--- config.mk ---
export PLATFORM = sky130hd
export DESIGN_NAME = hwcfg_decode
export DESIGN_NICKNAME = d
export VERILOG_FILES = /design/src/shared/hwcfg_pkg.sv /design/src/shared/hwcfg_sync_if.sv /design/src/logic/hwcfg_decode.sv /design/src/logic/hwcfg_sync.sv
export SDC_FILE = /design/constraint.sdc
export NUM_CORES = 1
export LEC_CHECK = 0
export ABC_AREA = 1
export BUFFER_PORTS_ARGS = -buffer_cell sky130_fd_sc_hd__buf_2
export CELL_PAD_IN_SITES_DETAIL_PLACEMENT = 1
export CELL_PAD_IN_SITES_GLOBAL_PLACEMENT = 1
export CORE_MARGIN = 2
export CORE_UTILIZATION = 30
export DETAILED_ROUTE_END_ITERATION = 10
export PLACE_DENSITY = 0.73
export SLEW_MARGIN = 20
export SYNTH_ARGS = -nofsm -noshare
export SYNTH_HDL_FRONTEND = slang
export SYNTH_SLANG_ARGS = --single-unit
--- constraint.sdc ---
create_clock -name ref_clk -period 2.5 [get_ports ref_clk]
set_clock_uncertainty 0.05 [all_clocks]
set_input_delay 0.25 -clock ref_clk [delete_from_list [all_inputs] [get_ports ref_clk]]
set_output_delay 0.25 -clock ref_clk [all_outputs]
set_load 0.01 [all_outputs]
--- src/shared/hwcfg_pkg.sv ---
// hardware-mode configuration pin decode: shared constants and types
package hwcfg_pkg;
   // control mode select codes
   localparam logic [1:0] MODE_HARDWARE = 2'h0;
   localparam logic [1:0] MODE_SERIAL = 2'h1;
   localparam logic [1:0] MODE_PAR_DSTRB = 2'h2;
   localparam logic [1:0] MODE_PAR_RDSTRB = 2'h3;

   // transmit pattern codes
   localparam logic [1:0] PAT_NORMAL = 2'h0;
   localparam logic [1:0] PAT_ALL_ONES = 2'h1;
   localparam logic [1:0] PAT_PRBS = 2'h2;
   localparam logic [1:0] PAT_POWER_DOWN = 2'h3;

   // jitter attenuator select codes
   localparam logic [1:0] JA_OFF = 2'h0;
   localparam logic [1:0] JA_RX_BROAD = 2'h1;
   localparam logic [1:0] JA_RX_NARROW = 2'h2;
   localparam logic [1:0] JA_TX_NARROW = 2'h3;

   // attenuator fifo depths in bits
   localparam logic [7:0] JA_DEPTH_BROAD = 8'h40;
   localparam logic [7:0] JA_DEPTH_NARROW = 8'h80;
   localparam logic [7:0] JA_DEPTH_NONE = 8'h00;

   // cycles the attenuator is held off while it flushes and recentres
   localparam int JA_FLUSH_CYC_DEF = 4;

   // positions in the synchronised pin vector
   localparam int SYNC_W = 9;
   localparam int SB_MODE = 0;
   localparam int SB_RXPD = 2;
   localparam int SB_TXPAT = 3;
   localparam int SB_JA = 5;
   localparam int SB_HIZ = 7;
   localparam int SB_RSTN = 8;

   // reset pin filter timing
   localparam int CLK_PERIOD_NS = 100;
   localparam int RST_MIN_NS = 100;
   localparam int RST_MIN_CYC_RAW = (RST_MIN_NS + CLK_PERIOD_NS - 1) / CLK_PERIOD_NS;
   localparam int RST_MIN_CYC = (RST_MIN_CYC_RAW < 1) ? 1 : RST_MIN_CYC_RAW;
   localparam int RST_CNT_W = $clog2(RST_MIN_CYC + 2);
   localparam logic [RST_CNT_W-1:0] RST_CNT_LIMIT = RST_CNT_W'(RST_MIN_CYC);

   // reset values
   localparam logic [1:0] JA_SEL_RESET = JA_OFF;

   typedef enum logic [1:0] {TXP_NORMAL, TXP_ALL_ONES, TXP_PRBS, TXP_POWER_DOWN} hwcfg_txpat_t;

   function automatic logic hwcfg_is_parallel(input logic [1:0] mode);
      hwcfg_is_parallel = (mode == MODE_PAR_DSTRB) || (mode == MODE_PAR_RDSTRB);
   endfunction : hwcfg_is_parallel
endpackage : hwcfg_pkg

--- src/shared/hwcfg_sync_if.sv ---
// carrier between the pin decoder and its synchroniser bank
`timescale 1ns/100ps
interface hwcfg_sync_if #(parameter int W = 1);
   logic [W-1:0] raw;
   logic [W-1:0] synced;
   modport user (output raw, input synced);
   modport syncer (input raw, output synced);
endinterface : hwcfg_sync_if

--- src/logic/hwcfg_decode.sv ---
// configuration pin decoder for a single-channel line interface unit
`timescale 1ns/100ps
// Summary of operation
// - hardware mode: receiver power-down pin 0 runs receiver, 1 powers it down
// - hardware mode pattern pins: 00 normal data, 01 all ones, 10 PRBS
// - hardware mode pattern 11 powers the transmitter down instead of sending
// - attenuator select used only in hardware mode; 00 disables attenuator
// - attenuator select 01: receive path, broad bandwidth, 64-bit fifo
// - select 10 receive, 11 transmit path; both narrow bandwidth, 128-bit fifo
// - reset pin low longer than 100 ns resets the device
// - driver enabled while hi-z pin is low, floated while it is high
// - hi-z pin affects only the driver, internal transmit logic keeps running
// - parallel modes use the address/data pins as one muxed bidirectional bus
// - pin control only when both mode select inputs are 00
module hwcfg_decode #(
   parameter int FLUSH_CYC = hwcfg_pkg::JA_FLUSH_CYC_DEF
) (
   // clock and reset
   input wire logic ref_clk,
   input wire logic rst,
   // configuration pins
   input wire logic [1:0] modeSelect,
   input wire logic rx_powerdown_pin,
   input wire logic [1:0] tx_pattern_select,
   input wire logic [1:0] jitter_atten_select,
   input wire logic tx_driver_hiz,
   input wire logic hwResetN,
   // settings from the software register file
   input wire logic swRxPowerDown,
   input wire logic [1:0] swTxPattern,
   input wire logic [1:0] swJaSelect,
   // multiplexed address/data pins
   input wire logic [7:0] adIn,
   output logic [7:0] adOut,
   output logic adOeN,
   input wire logic addrStrobe,
   input wire logic readStrobe,
   input wire logic writeStrobe,
   input wire logic [7:0] readData,
   output logic [7:0] busAddr,
   output logic [7:0] busWrData,
   output logic busWrPulse,
   // decoded control mode
   output logic hwControl,
   output logic parallelBus,
   output logic chipReset,
   // receive and transmit controls
   output logic rxPowerDown,
   output logic txAllOnes,
   output logic txPrbs,
   output logic txPowerDown,
   output logic txDriverOeN,
   // jitter attenuator controls
   output logic jaEnable,
   output logic jaInTxPath,
   output logic jaNarrowBw,
   output logic [7:0] jaFifoDepth,
   output logic jaFlush,
   output logic jaPassData
);
   localparam int FLUSH_W = $clog2(FLUSH_CYC + 1);
   localparam logic [FLUSH_W-1:0] FLUSH_LOAD = FLUSH_W'(FLUSH_CYC);
   localparam int RST_CNT_WIDTH = hwcfg_pkg::RST_CNT_W;
   localparam logic [RST_CNT_WIDTH-1:0] RST_CNT_MAX = hwcfg_pkg::RST_CNT_LIMIT;

   hwcfg_sync_if #(.W(hwcfg_pkg::SYNC_W)) syncBus ();

   logic [1:0] modeSync;
   logic rxPdSync;
   logic [1:0] txPatSync;
   logic [1:0] jaSync;
   logic hizSync;
   logic rstNSync;
   logic hwMode;
   logic [1:0] patSel;
   logic [1:0] jaSel;
   logic [1:0] jaCur;
   logic [RST_CNT_WIDTH-1:0] lowCount;
   logic [FLUSH_W-1:0] flushCount;
   hwcfg_pkg::hwcfg_txpat_t txPat;

   // pins are static straps, so two flops of latency costs nothing
   assign syncBus.raw = {hwResetN, tx_driver_hiz, jitter_atten_select, tx_pattern_select,
                         rx_powerdown_pin, modeSelect};

   hwcfg_sync #(
      .W(hwcfg_pkg::SYNC_W),
      .RESET_VAL(hwcfg_pkg::SYNC_W'(1) << hwcfg_pkg::SB_RSTN)
   ) u_sync (
      .ref_clk(ref_clk),
      .rst(rst),
      .bus(syncBus.syncer)
   );

   assign modeSync = syncBus.synced[hwcfg_pkg::SB_MODE +: 2];
   assign rxPdSync = syncBus.synced[hwcfg_pkg::SB_RXPD];
   assign txPatSync = syncBus.synced[hwcfg_pkg::SB_TXPAT +: 2];
   assign jaSync = syncBus.synced[hwcfg_pkg::SB_JA +: 2];
   assign hizSync = syncBus.synced[hwcfg_pkg::SB_HIZ];
   assign rstNSync = syncBus.synced[hwcfg_pkg::SB_RSTN];

   assign hwMode = (modeSync == hwcfg_pkg::MODE_HARDWARE);
   assign patSel = hwMode ? txPatSync : swTxPattern;
   // in software mode the pins are tied low anyway; ignoring them guards a bad strap
   assign jaSel = hwMode ? jaSync : swJaSelect;

   // reset pin filter: a single low sample is a glitch, two is longer than the minimum
   always_ff @(posedge ref_clk or posedge rst) begin
      if (rst) begin
         lowCount <= '0;
      end else if (!rstNSync) begin
         if (lowCount != RST_CNT_MAX) begin
            lowCount <= lowCount + 1'b1;
         end
      end else begin
         lowCount <= '0;
      end
   end

   // relies on the master clock running while the pin is held low
   always_ff @(posedge ref_clk or posedge rst) begin
      if (rst) begin
         chipReset <= 1'b1;
      end else begin
         chipReset <= !rstNSync && (lowCount >= RST_CNT_MAX);
      end
   end

   // control mode
   always_ff @(posedge ref_clk or posedge rst) begin
      if (rst) begin
         hwControl <= 1'b0;
         parallelBus <= 1'b0;
      end else begin
         hwControl <= hwMode;
         parallelBus <= hwcfg_pkg::hwcfg_is_parallel(modeSync);
      end
   end

   // receiver power-down
   always_ff @(posedge ref_clk or posedge rst) begin
      if (rst) begin
         rxPowerDown <= 1'b0;
      end else if (chipReset) begin
         rxPowerDown <= 1'b0;
      end else begin
         rxPowerDown <= hwMode ? rxPdSync : swRxPowerDown;
      end
   end

   // transmit pattern
   always_comb begin
      unique case (patSel)
         hwcfg_pkg::PAT_NORMAL: txPat = hwcfg_pkg::TXP_NORMAL;
         hwcfg_pkg::PAT_ALL_ONES: txPat = hwcfg_pkg::TXP_ALL_ONES;
         hwcfg_pkg::PAT_PRBS: txPat = hwcfg_pkg::TXP_PRBS;
         hwcfg_pkg::PAT_POWER_DOWN: txPat = hwcfg_pkg::TXP_POWER_DOWN;
      endcase
   end

   always_ff @(posedge ref_clk or posedge rst) begin
      if (rst) begin
         txAllOnes <= 1'b0;
         txPrbs <= 1'b0;
         txPowerDown <= 1'b0;
      end else if (chipReset) begin
         txAllOnes <= 1'b0;
         txPrbs <= 1'b0;
         txPowerDown <= 1'b0;
      end else begin
         txAllOnes <= (txPat == hwcfg_pkg::TXP_ALL_ONES);
         txPrbs <= (txPat == hwcfg_pkg::TXP_PRBS);
         txPowerDown <= (txPat == hwcfg_pkg::TXP_POWER_DOWN);
      end
   end

   // driver enable: only the output stage floats, so encoder and shaper
   // outputs above are deliberately not gated by the hi-z pin
   always_ff @(posedge ref_clk or posedge rst) begin
      if (rst) begin
         txDriverOeN <= 1'b1;
      end else begin
         txDriverOeN <= hizSync;
      end
   end

   // jitter attenuator selection
   always_ff @(posedge ref_clk or posedge rst) begin
      if (rst) begin
         jaCur <= hwcfg_pkg::JA_SEL_RESET;
      end else if (chipReset) begin
         jaCur <= hwcfg_pkg::JA_SEL_RESET;
      end else begin
         jaCur <= jaSel;
      end
   end

   always_ff @(posedge ref_clk or posedge rst) begin
      if (rst) begin
         jaEnable <= 1'b0;
         jaInTxPath <= 1'b0;
         jaNarrowBw <= 1'b0;
         jaFifoDepth <= hwcfg_pkg::JA_DEPTH_NONE;
      end else begin
         unique case (jaCur)
            hwcfg_pkg::JA_OFF: begin
               jaEnable <= 1'b0;
               jaInTxPath <= 1'b0;
               jaNarrowBw <= 1'b0;
               jaFifoDepth <= hwcfg_pkg::JA_DEPTH_NONE;
            end
            hwcfg_pkg::JA_RX_BROAD: begin
               jaEnable <= 1'b1;
               jaInTxPath <= 1'b0;
               jaNarrowBw <= 1'b0;
               jaFifoDepth <= hwcfg_pkg::JA_DEPTH_BROAD;
            end
            hwcfg_pkg::JA_RX_NARROW: begin
               jaEnable <= 1'b1;
               jaInTxPath <= 1'b0;
               jaNarrowBw <= 1'b1;
               jaFifoDepth <= hwcfg_pkg::JA_DEPTH_NARROW;
            end
            hwcfg_pkg::JA_TX_NARROW: begin
               jaEnable <= 1'b1;
               jaInTxPath <= 1'b1;
               jaNarrowBw <= 1'b1;
               jaFifoDepth <= hwcfg_pkg::JA_DEPTH_NARROW;
            end
         endcase
      end
   end

   // flush on any select change; data held off until pointers are recentred
   always_ff @(posedge ref_clk or posedge rst) begin
      if (rst) begin
         jaFlush <= 1'b0;
         flushCount <= '0;
      end else if (jaSel != jaCur && !chipReset) begin
         jaFlush <= 1'b1;
         flushCount <= FLUSH_LOAD;
      end else begin
         jaFlush <= 1'b0;
         if (flushCount != '0) begin
            flushCount <= flushCount - 1'b1;
         end
      end
   end

   always_ff @(posedge ref_clk or posedge rst) begin
      if (rst) begin
         jaPassData <= 1'b0;
      end else begin
         jaPassData <= !chipReset && !jaFlush && (flushCount == '0) && jaEnable;
      end
   end

   // muxed address/data bus: address phase first, then data phase
   always_ff @(posedge ref_clk or posedge rst) begin
      if (rst) begin
         busAddr <= 8'h00;
      end else if (parallelBus && addrStrobe) begin
         busAddr <= adIn;
      end
   end

   always_ff @(posedge ref_clk or posedge rst) begin
      if (rst) begin
         busWrData <= 8'h00;
         busWrPulse <= 1'b0;
      end else begin
         busWrPulse <= parallelBus && writeStrobe && !addrStrobe;
         if (parallelBus && writeStrobe && !addrStrobe) begin
            busWrData <= adIn;
         end
      end
   end

   always_ff @(posedge ref_clk or posedge rst) begin
      if (rst) begin
         adOut <= 8'h00;
      end else begin
         adOut <= readData;
      end
   end

   // the pins turn round only in a read data phase
   assign adOeN = !(parallelBus && readStrobe && !addrStrobe);
endmodule : hwcfg_decode

--- src/logic/hwcfg_sync.sv ---
// two-stage synchroniser bank for static configuration pins
`timescale 1ns/100ps
module hwcfg_sync #(
   parameter int W = 1,
   parameter logic [W-1:0] RESET_VAL = '0
) (
   // clock and reset
   input wire logic ref_clk,
   input wire logic rst,
   // pins in, synchronised levels out
   hwcfg_sync_if.syncer bus
);
   logic [W-1:0] stage1;
   logic [W-1:0] stage2;

   genvar i;
   generate
      for (i = 0; i < W; i++) begin : g_bit
         always_ff @(posedge ref_clk or posedge rst) begin
            if (rst) begin
               stage1[i] <= RESET_VAL[i];
               stage2[i] <= RESET_VAL[i];
            end else begin
               stage1[i] <= bus.raw[i];
               stage2[i] <= stage1[i];
            end
         end
      end
   endgenerate

   assign bus.synced = stage2;
endmodule : hwcfg_sync

After elaboration in Yosys (flattened, before gate mapping)
Cells that the tools add are included.
Widths: inputs -> output; s select.
- flip-flop bits (word level): 71
- output and inout port bits: 47
- logic and storage cells: 100
- add/sub/neg operators: 2
- magnitude comparators: 1
- equal/unequal tests: 13
- muxes and demuxes: 18
- reductions and logical operators: 27
- operators with widths (cell ; number):
    $pmux 8 s3 ; 1
    $eq 2x2->1 const B ; 8
    $logic_and 1x1->1 ; 10
    $mux 2 ; 5
    $pmux 2 s4 ; 1
    $eq 2x1->1 const B ; 3
    $logic_not 2->1 ; 3
    $mux 1 ; 6
    $mux 3 ; 2
    $pmux 1 s2 ; 3
    $reduce_or 3->1 ; 2
    $logic_not 1->1 ; 5
    $reduce_bool 2->1 ; 2
    $reduce_or 2->1 ; 2
    $logic_not 3->1 ; 1
    $reduce_bool 3->1 ; 1
    $sub 3x1->3 const B ; 1
    $add 2x1->2 const B ; 1
    $ge 2x1->1 const B ; 1
    $ne 2x1->1 const B ; 1
    $ne 2x2->1 ; 1
    $logic_or 1x1->1 ; 1

Logic depth before layout (Yosys ltp)
Gate-level depths: netlist (run 1).
- depth in word-level cells: 6
- mapped depth: 8
- mapped depth without buffers: 8

By module
A second synthesis (run 1) with hierarchy kept.
- cell total of the unflattened synthesis: 195
- area total of the unflattened synthesis: 2252.2 um2
- by module, submodules not included (module ; times used ; cells an instance ; area an instance (um2) ; sequential area each (um2)):
    hwcfg_decode ; 1 ; 176 ; 1795.5 ; 1153.6
    hwcfg_sync ; 1 ; 19 ; 456.7 ; 452.9

Least setup slack after synthesis (run 1)
No wires, ideal clock.
- path kind: register to register
- from: reg u_sync.stage2[1] (netlist: u_sync.bus.synced[1])
- to: reg txAllOnes
- setup time: 0.071 ns
- arrival time: 0.994 ns
- slack: 1.384 ns
- stages on the path, launching flop included: 5
- buffers on the path: 0
- clock period less this slack: 1.116 ns
- path through: dfrtp_1 > nor2_4 > mux2i_1 > nand2_1 > nor2_1
- word-level cells in the longest chain between the ends: 6
- elaborated cells on any way between the ends: 9
- RTL lines (element ; line ; text):
    start: declaration ; hwcfg_sync.sv:14 ; logic [W-1:0] stage2;
    start signal: indexed assignment ; hwcfg_sync.sv:22 ; stage2[i] <= RESET_VAL[i];
    start signal: indexed assignment ; hwcfg_sync.sv:25 ; stage2[i] <= stage1[i];
    $logic_not 2->1 (*) ; hwcfg_decode.sv:102 ; assign hwMode = (modeSync == hwcfg_pkg::MODE_HARDWARE);
    named net hwMode ; hwcfg_decode.sv:74 ; logic hwMode;
    $mux 2 (*) ; hwcfg_decode.sv:103 ; assign patSel = hwMode ? txPatSync : swTxPattern;
    $eq 2x2->1 (tied with other cells) ; hwcfg_decode.sv:153 ; unique case (patSel)
    $pmux 2 s4 (*) ; hwcfg_decode.sv:153 ;
    $eq 2x1->1 (*) ; hwcfg_decode.sv:171 ; txAllOnes <= (txPat == hwcfg_pkg::TXP_ALL_ONES);
    $mux 1 (*) ; hwcfg_decode.sv:166 ; end else if (chipReset) begin
    end signal: assignment ; hwcfg_decode.sv:171 ;
    end: declaration ; hwcfg_decode.sv:49 ; output logic txAllOnes,
The timed path passes the listed nets; every way through them passes the cells marked *.
A chain may end at the register's enable or synchronous reset.

Final worst setup path (run 1)
- from: reg chipReset
- to: out chipReset
- RTL lines (element ; line ; text):
    start: declaration ; hwcfg_decode.sv:46 ; output logic chipReset,
    start signal: assignment ; hwcfg_decode.sv:125 ; chipReset <= !rstNSync && (lowCount >= RST_CNT_MAX);
No word-level cell between the ends.

==> flow_summary_export.csv, run 1 <==
group,metric,value,unit
worst_setup_path,reg2reg_depth,4,
power,pwr-share-comb,17.5,%
power,switchingPower,0.7806,mW
placed_design,gp_congestion,0.6919,
cts,htreeDepth,3,
worst_setup_path,slowest_stage,"dfstp_2",
sta,setup_violations,0,
grt,grt_pass1_wl,7983,um
power,pwr-share-seq,44.0,%
cts,cts_buffers,9,
logic_synthesis,netlist_instances,196,
finish,fin_cells,398,
finish,layout_common_cells,"75 x buf_2, 60 x dfrtp_1, 35 x nand2_1",
grt,overflow,0,
cts,clkTransAtPathRegs,80,ps
floorplan,pin_count,82,
sta,period_needed,1409,ps
grt,grt_pass1_vias,1667,
floorplan,die_h,90.62,um
logic_synthesis,yosysTopAreaCellShare,66.70,%
finish,multi_input_area,478.0,sq um
worst_setup_path,path_cells,"buf_2",
power,power_density,916.6,mW/mm^2
route,routed_wirelength,4858,um
placed_design,io_buffers,75,
placed_design,dp_hpwl,3309,um
floorplan,dieArea,0.008212,sq mm
logic_synthesis,ys_types,21,
cts,cts_setup_buffers,0,
power,swShare,27.20,%
worst_setup_path,critPathKind,"reg2out",
floorplan,rows,31,
worst_setup_path,reg2reg_from,"u_sync.bus.synced[1]",
logic_synthesis,synth-seq-cells,64,
finish,area_delta_synth_final,39.08,%
finish,num_antenna_cells,0,
sta,grt_setup_unrepaired,"no",
cts,cts_tree,"done",
sta,tns,0,ps
power,vdd_drop_max,0.3639,mV
logic_synthesis,synth_area_leaders,"dfrtp_1 67%, nand2_1 5.8%, inv_1 5.2%, dfstp_2 4.7%, o21ai_0 4.0%",
logic_synthesis,synth.yosys.seq_area_share,71.37,%
finish,seqCellArea,0.001607,sq mm
sta,max_freq,709.7,MHz
logic_synthesis,synth_area,0.002251,sq mm
sta,fin_crit_sh,56.36,%
power,power,2.869,mW
worst_setup_path,arrival,1110,ps
power,p_clk_share,38.4,%
placed_design,placed_cells,365,
worst_setup_path,crit_path_end_kind,"output port",
worst_setup_path,crit_family,"flip-flops",
route,detail_route.wl_per_cell,12.21,um
sta,drv_slew,0,
route,drc_errors,0,
floorplan,core-area,0.007253,sq mm
grt,grt_max_degree,65,
finish,drive_gt1_share,34.78,%
worst_setup_path,cp-start-kind,"flop",
floorplan,die_w,90.62,um
worst_setup_path,required,2200,ps
route,drt-initial-drc-count,41,
worst_setup_path,cpPeakStageDelay,620,ps
route,ant_nets,0,
worst_setup_path,crit_path_max_fanout,7,
route,via_per_inst,4.028,
worst_setup_path,reg2reg_slack,1190,ps
finish,layout.nets,333,
grt,antenna_found_initial,0,
grt,grt_usage,12.64,%
cts,cts_sinks,64,
finish,nFillCells,828,
cts,cts_resized,0,
min_path,hold_path.class,"in2async",
sta,finalHoldViolCount,0,
logic_synthesis,synth_top_cell_by_area,"dfrtp_1",
logic_synthesis,synth.avg_cell_area,11.48,sq um
finish,final_common_cell,"buf_2",
outcome,status,"finished, final reports clean",
worst_setup_path,r2r-end,"txAllOnes",
sta,relSlewSlack,47.83,%
worst_setup_path,crit_buf_inv,1,
cts,cts-root-buf,"clkbuf_8",
logic_synthesis,yosysWarnings,0,
cts,hold_buffers,17,
cts,clock_path_buffers,2,
route,first_pass_iters,4,
floorplan,initial_core_util,31.03,%
sta,max_slew.worst_pin.slew,782.5,ps
worst_setup_path,crit_cells,1,
run,maxCapViolations,0,
power,intPower,2.089,mW
cts,clock_latency,330,ps
power,p_leak,1.674,nW
route,dr_total_vias,1603,
==> power groups by stage <==
stage / registers (mW) / logic [mW] / clock network (mW)
finish: 1.26 / 0.503 / 1.10
detailed placement: 1.29 / 0.491 / 0
global route: 1.28 / 0.574 / 1.18
global placement: 1.28 / 0.466 / 0
CTS: 1.27 / 0.515 / 1.14
floorplan: 1.31 / 0.275 / 0
==> logic make-up (layout without fill, tap and decap cells) <==
logic type,Yosys count,count (layout),share of synthesized area (%)
flip-flops,64,64,71.37
AO/OA/AOI/OAI,24,24,5.448
multiplexers,1,1,0.4447
buffers and inverters,42,140,8.226
AND/OR/NAND/NOR,58,58,11.34
XOR/XNOR,2,2,0.7784
adder cells (fa/ha/maj),4,4,2.224
other,1,6,0.1666
==> per-layer routing <==
metal / track usage, % / part of all wire, %
met5: 0 / 0
met1: 14.67 / 43
met3: 3.255 / 3.7
met2: 21.33 / 51
met4: 6.923 / 1.9
==> cell usage after synthesis <==
cell type and instances:
dfrtp_1 60, nand2_1 35, inv_1 31, o21ai_0 18, nor2_1 8, buf_4 7, a21oi_1 5, nand2_2 5
nand3_1 5, dfstp_2 4, ha_1 4, clkbuf_1 3, nor3_1 2, xor2_1 2, a211oi_1 1, buf_2 1
conb_1 1, mux2i_1 1, nand3_2 1, nor2_4 1, nor4_1 1
==> sequential cells by signal, indices dropped and copies added (netlist names), 2 cells and up <==
name and flops:
busAddr 8, adOut 8, u_sync.bus.synced 9, busWrData 8, lowCount 2, jaFifoDepth 2
u_sync.stage1 9, jaCur 2, flushCount 3
==> worst max-delay path by stage <==
stage                              start           end  slack (ps)
floorplan                            rst      adOut[0]         610
global placement    u_sync.bus.synced[1]     txAllOnes        1220
detailed placement            addrStrobe  busWrData[6]        1130
CTS                            chipReset     chipReset        1060
global route                 parallelBus  busWrData[6]         980
finish                         chipReset     chipReset        1090
==> per-stage QoR <==
step                cell area (sq um)  hold WS, ps  utilization [%]  setup WS [ps]
finish                           3131        94.51            43.16           1091
global placement                 2708        284.7            37.33           1216
floorplan                        2270        204.5                -          608.5
global route                     3131        134.4            43.16          975.2
detailed placement               2708        286.3            37.33           1126
CTS                              3131        112.1            43.16           1065
==> worst min-delay path, cell delays in order <==
cell and delay [ps]:
buf_2 100, inv_2 30, buf_4 610
==> area by class of cell <==
type / count / share of cell area (%)
inverters: 31 / 3.717
well taps: 99 / 3.957
clock buffers: 10 / 4.396
repair buffers: 93 / 17.67
flip-flops and latches: 64 / 51.32
clock inverters: 6 / 3.677
multi-input cells: 95 / 15.27
Note: power is estimated with default switching activity, not from simulation.
==> run 2: changes to the inputs <==
--- a/config.mk
+++ b/config.mk
@@ -12,7 +12,7 @@
 export CORE_MARGIN = 2
 export CORE_UTILIZATION = 30
 export DETAILED_ROUTE_END_ITERATION = 10
-export PLACE_DENSITY = 0.73
+export PLACE_DENSITY = 0.75
 export SLEW_MARGIN = 20
 export SYNTH_ARGS = -nofsm -noshare
 export SYNTH_HDL_FRONTEND = slang
==> constraint.sdc (replaced) <==
create_clock -name ref_clk -period 1.17 [get_ports ref_clk]
set_clock_uncertainty 0.05 [all_clocks]
set_input_delay 0.117 -clock ref_clk [delete_from_list [all_inputs] [get_ports ref_clk]]
set_output_delay 0.117 -clock ref_clk [all_outputs]
set_load 0.01 [all_outputs]
==> flow_summary_export.csv, run 2 (synthesis gave the netlist of run 1 again) <==
group,metric,value,unit
sta,max_freq,798.8,MHz
placed_design,placed_cells,371,
cts,cts_buffers,9,
power,swShare,29.31,%
grt,antenna_found_initial,0,
cts,cts_sinks,64,
floorplan,initial_core_util,31.03,%
finish,final_common_cell,"buf_2",
finish,layout.nets,348,
route,via_per_inst,4.058,
power,pwr-share-seq,45.1,%
worst_setup_path,crit_path_end_kind,"flop",
cts,clkTransAtPathRegs,70,ps
route,routed_wirelength,5173,um
cts,htreeDepth,3,
sta,setup_violations,6,
floorplan,dieArea,0.008212,sq mm
finish,layout_common_cells,"73 x buf_2, 60 x dfrtp_1, 30 x nand2_1",
power,p_clk_share,32.4,%
finish,nFillCells,831,
min_path,hold_start,"adIn[0]",
grt,overflow,0,
worst_setup_path,crit_path_max_fanout,8,
cts,cts-root-buf,"clkbuf_8",
cts,clock_path_buffers,2,
outcome,status,"finished with violations",
power,pwr-share-comb,22.6,%
route,dr_total_vias,1676,
worst_setup_path,critPathKind,"reg2reg",
cts,clock_latency,330,ps
finish,drive_gt1_share,40.45,%
floorplan,die_h,90.62,um
placed_design,dp_slack,-114.5,ps
placed_design,io_buffers,75,
power,power_density,1795,mW/mm^2
route,drt-initial-drc-count,39,
sta,drv_slew,0,
finish,final_core_util,45.90,%
outcome,failed_checks,"setup timing",
power,switchingPower,1.752,mW
finish,fin_cells,413,
power,p_leak,1.740,nW
sta,worst_slack,-81.94,ps
route,first_pass_iters,6,
grt,grt_usage,13.64,%
floorplan,rows,31,
finish,area_delta_synth_final,47.92,%
worst_setup_path,startpoint,"u_sync.bus.synced[0]",
sta,grt_setup_unrepaired,"yes",
sta,fin_crit_sh,107.0,%
sta,tns,-194.1,ps
cts,cts_tree,"done",
worst_setup_path,reg2reg_from,"u_sync.bus.synced[0]",
grt,grt_max_degree,65,
floorplan,die_w,90.62,um
sta,finalHoldViolCount,0,
placed_design,dp_hpwl,3559,um
floorplan,core-area,0.007253,sq mm
sta,period_needed,1252,ps
route,detail_route.wl_per_cell,12.53,um
grt,grt_pass1_vias,1885,
worst_setup_path,cp-start-kind,"flop",
power,vdd_drop_max,0.8675,mV
min_path,hold_path.class,"in2reg",
power,intPower,4.225,mW
route,drc_errors,0,
worst_setup_path,arrival,1460,ps
worst_setup_path,required,1380,ps
route,ant_nets,0,
run,maxCapViolations,0,
finish,num_antenna_cells,0,
placed_design,gp_congestion,0.7638,
grt,grt_pass1_wl,8763,um
floorplan,pin_count,82,
-- run 2: cell types whose count changed in the layout (fill, tap and decap cells not counted), moves of 3 or more --
cell / before / now
nand2_2: 5 / 8
buf_4: 1 / 6
nand3_1: 5 / 2
nand3_2: 1 / 4
clkinvlp_4: 1 / 4
dlygate4sd3_1: 17 / 25
nand2_1: 35 / 30
-- run 2: layout make-up --
| class | instances | area, sq um | share of cell area [%] |
|---|---|---|---|
| repair buffers | 108 | 723.2 | 21.72 |
| clock buffers | 12 | 155.1 | 4.660 |
| inverters | 31 | 120.1 | 3.608 |
| clock inverters | 4 | 52.55 | 1.578 |
| well taps | 99 | 123.9 | 3.720 |
| flip-flops and latches | 64 | 1607 | 48.25 |
| multi-input cells | 95 | 548.0 | 16.46 |
-- run 2: per-layer routing --
layer  wire (um)  GRT usage, %  vias up
met5           0             0        -
met4         102         6.538        0
met3         271         3.923       11
met2        2759         23.51       50
met1        2039         15.52      802
li1            -             -      813
-- run 2: critical path, stage by stage, from the launching register on --
cell and delay, ps:
dfrtp_1 410, nor2_4 240, mux2i_2 290, nand2_1 90
nor2_1 110
-- run 2: path summary, 6_finish.rpt --
kind / slack, ps / end / depth (start not counted)
max in group asynchronous: 370 / chipReset / 4
worst min register to register: 300 / u_sync.bus.synced[8] / 0
worst max-delay path: -80 / txAllOnes / 4
worst max register to register: -80 / txAllOnes / 4
worst min-delay path: 20 / busWrData[0] / 3
min in group asynchronous: 390 / busWrData[7] / 4
-- run 2: power by group through the flow --
stage	Clock (mW)	Combinational, mW	Sequential (mW)
finish	1.93	1.35	2.69
global placement	0	1.07	2.72
CTS	2.01	1.26	2.69
detailed placement	0	1.15	2.74
global route	2.10	1.55	2.74
floorplan	0	0.587	2.80
-- run 2: timing repair --
action | 4_1_cts | 5_1_grt
setup endpoints to repair | 9 | 12
cloned | 0 | 0
hold buffers | 25 | 0
resized for setup | 3 | 19
setup buffers | 1 | 0
hold endpoints to repair | 85 | 0
pin swaps | 1 | 5
-- run 2: metrics by stage --
stage                     hold WS [ps]  total power, mW  instance area [sq um]
final                            18.78            5.977                   3329
after global routing             31.93            6.387                   3329
after CTS                        5.729            5.956                   3257
after detailed placement         173.4            3.884                   2781
after global placement           171.6            3.794                   2781
after floorplan                  71.48            3.392                   2273
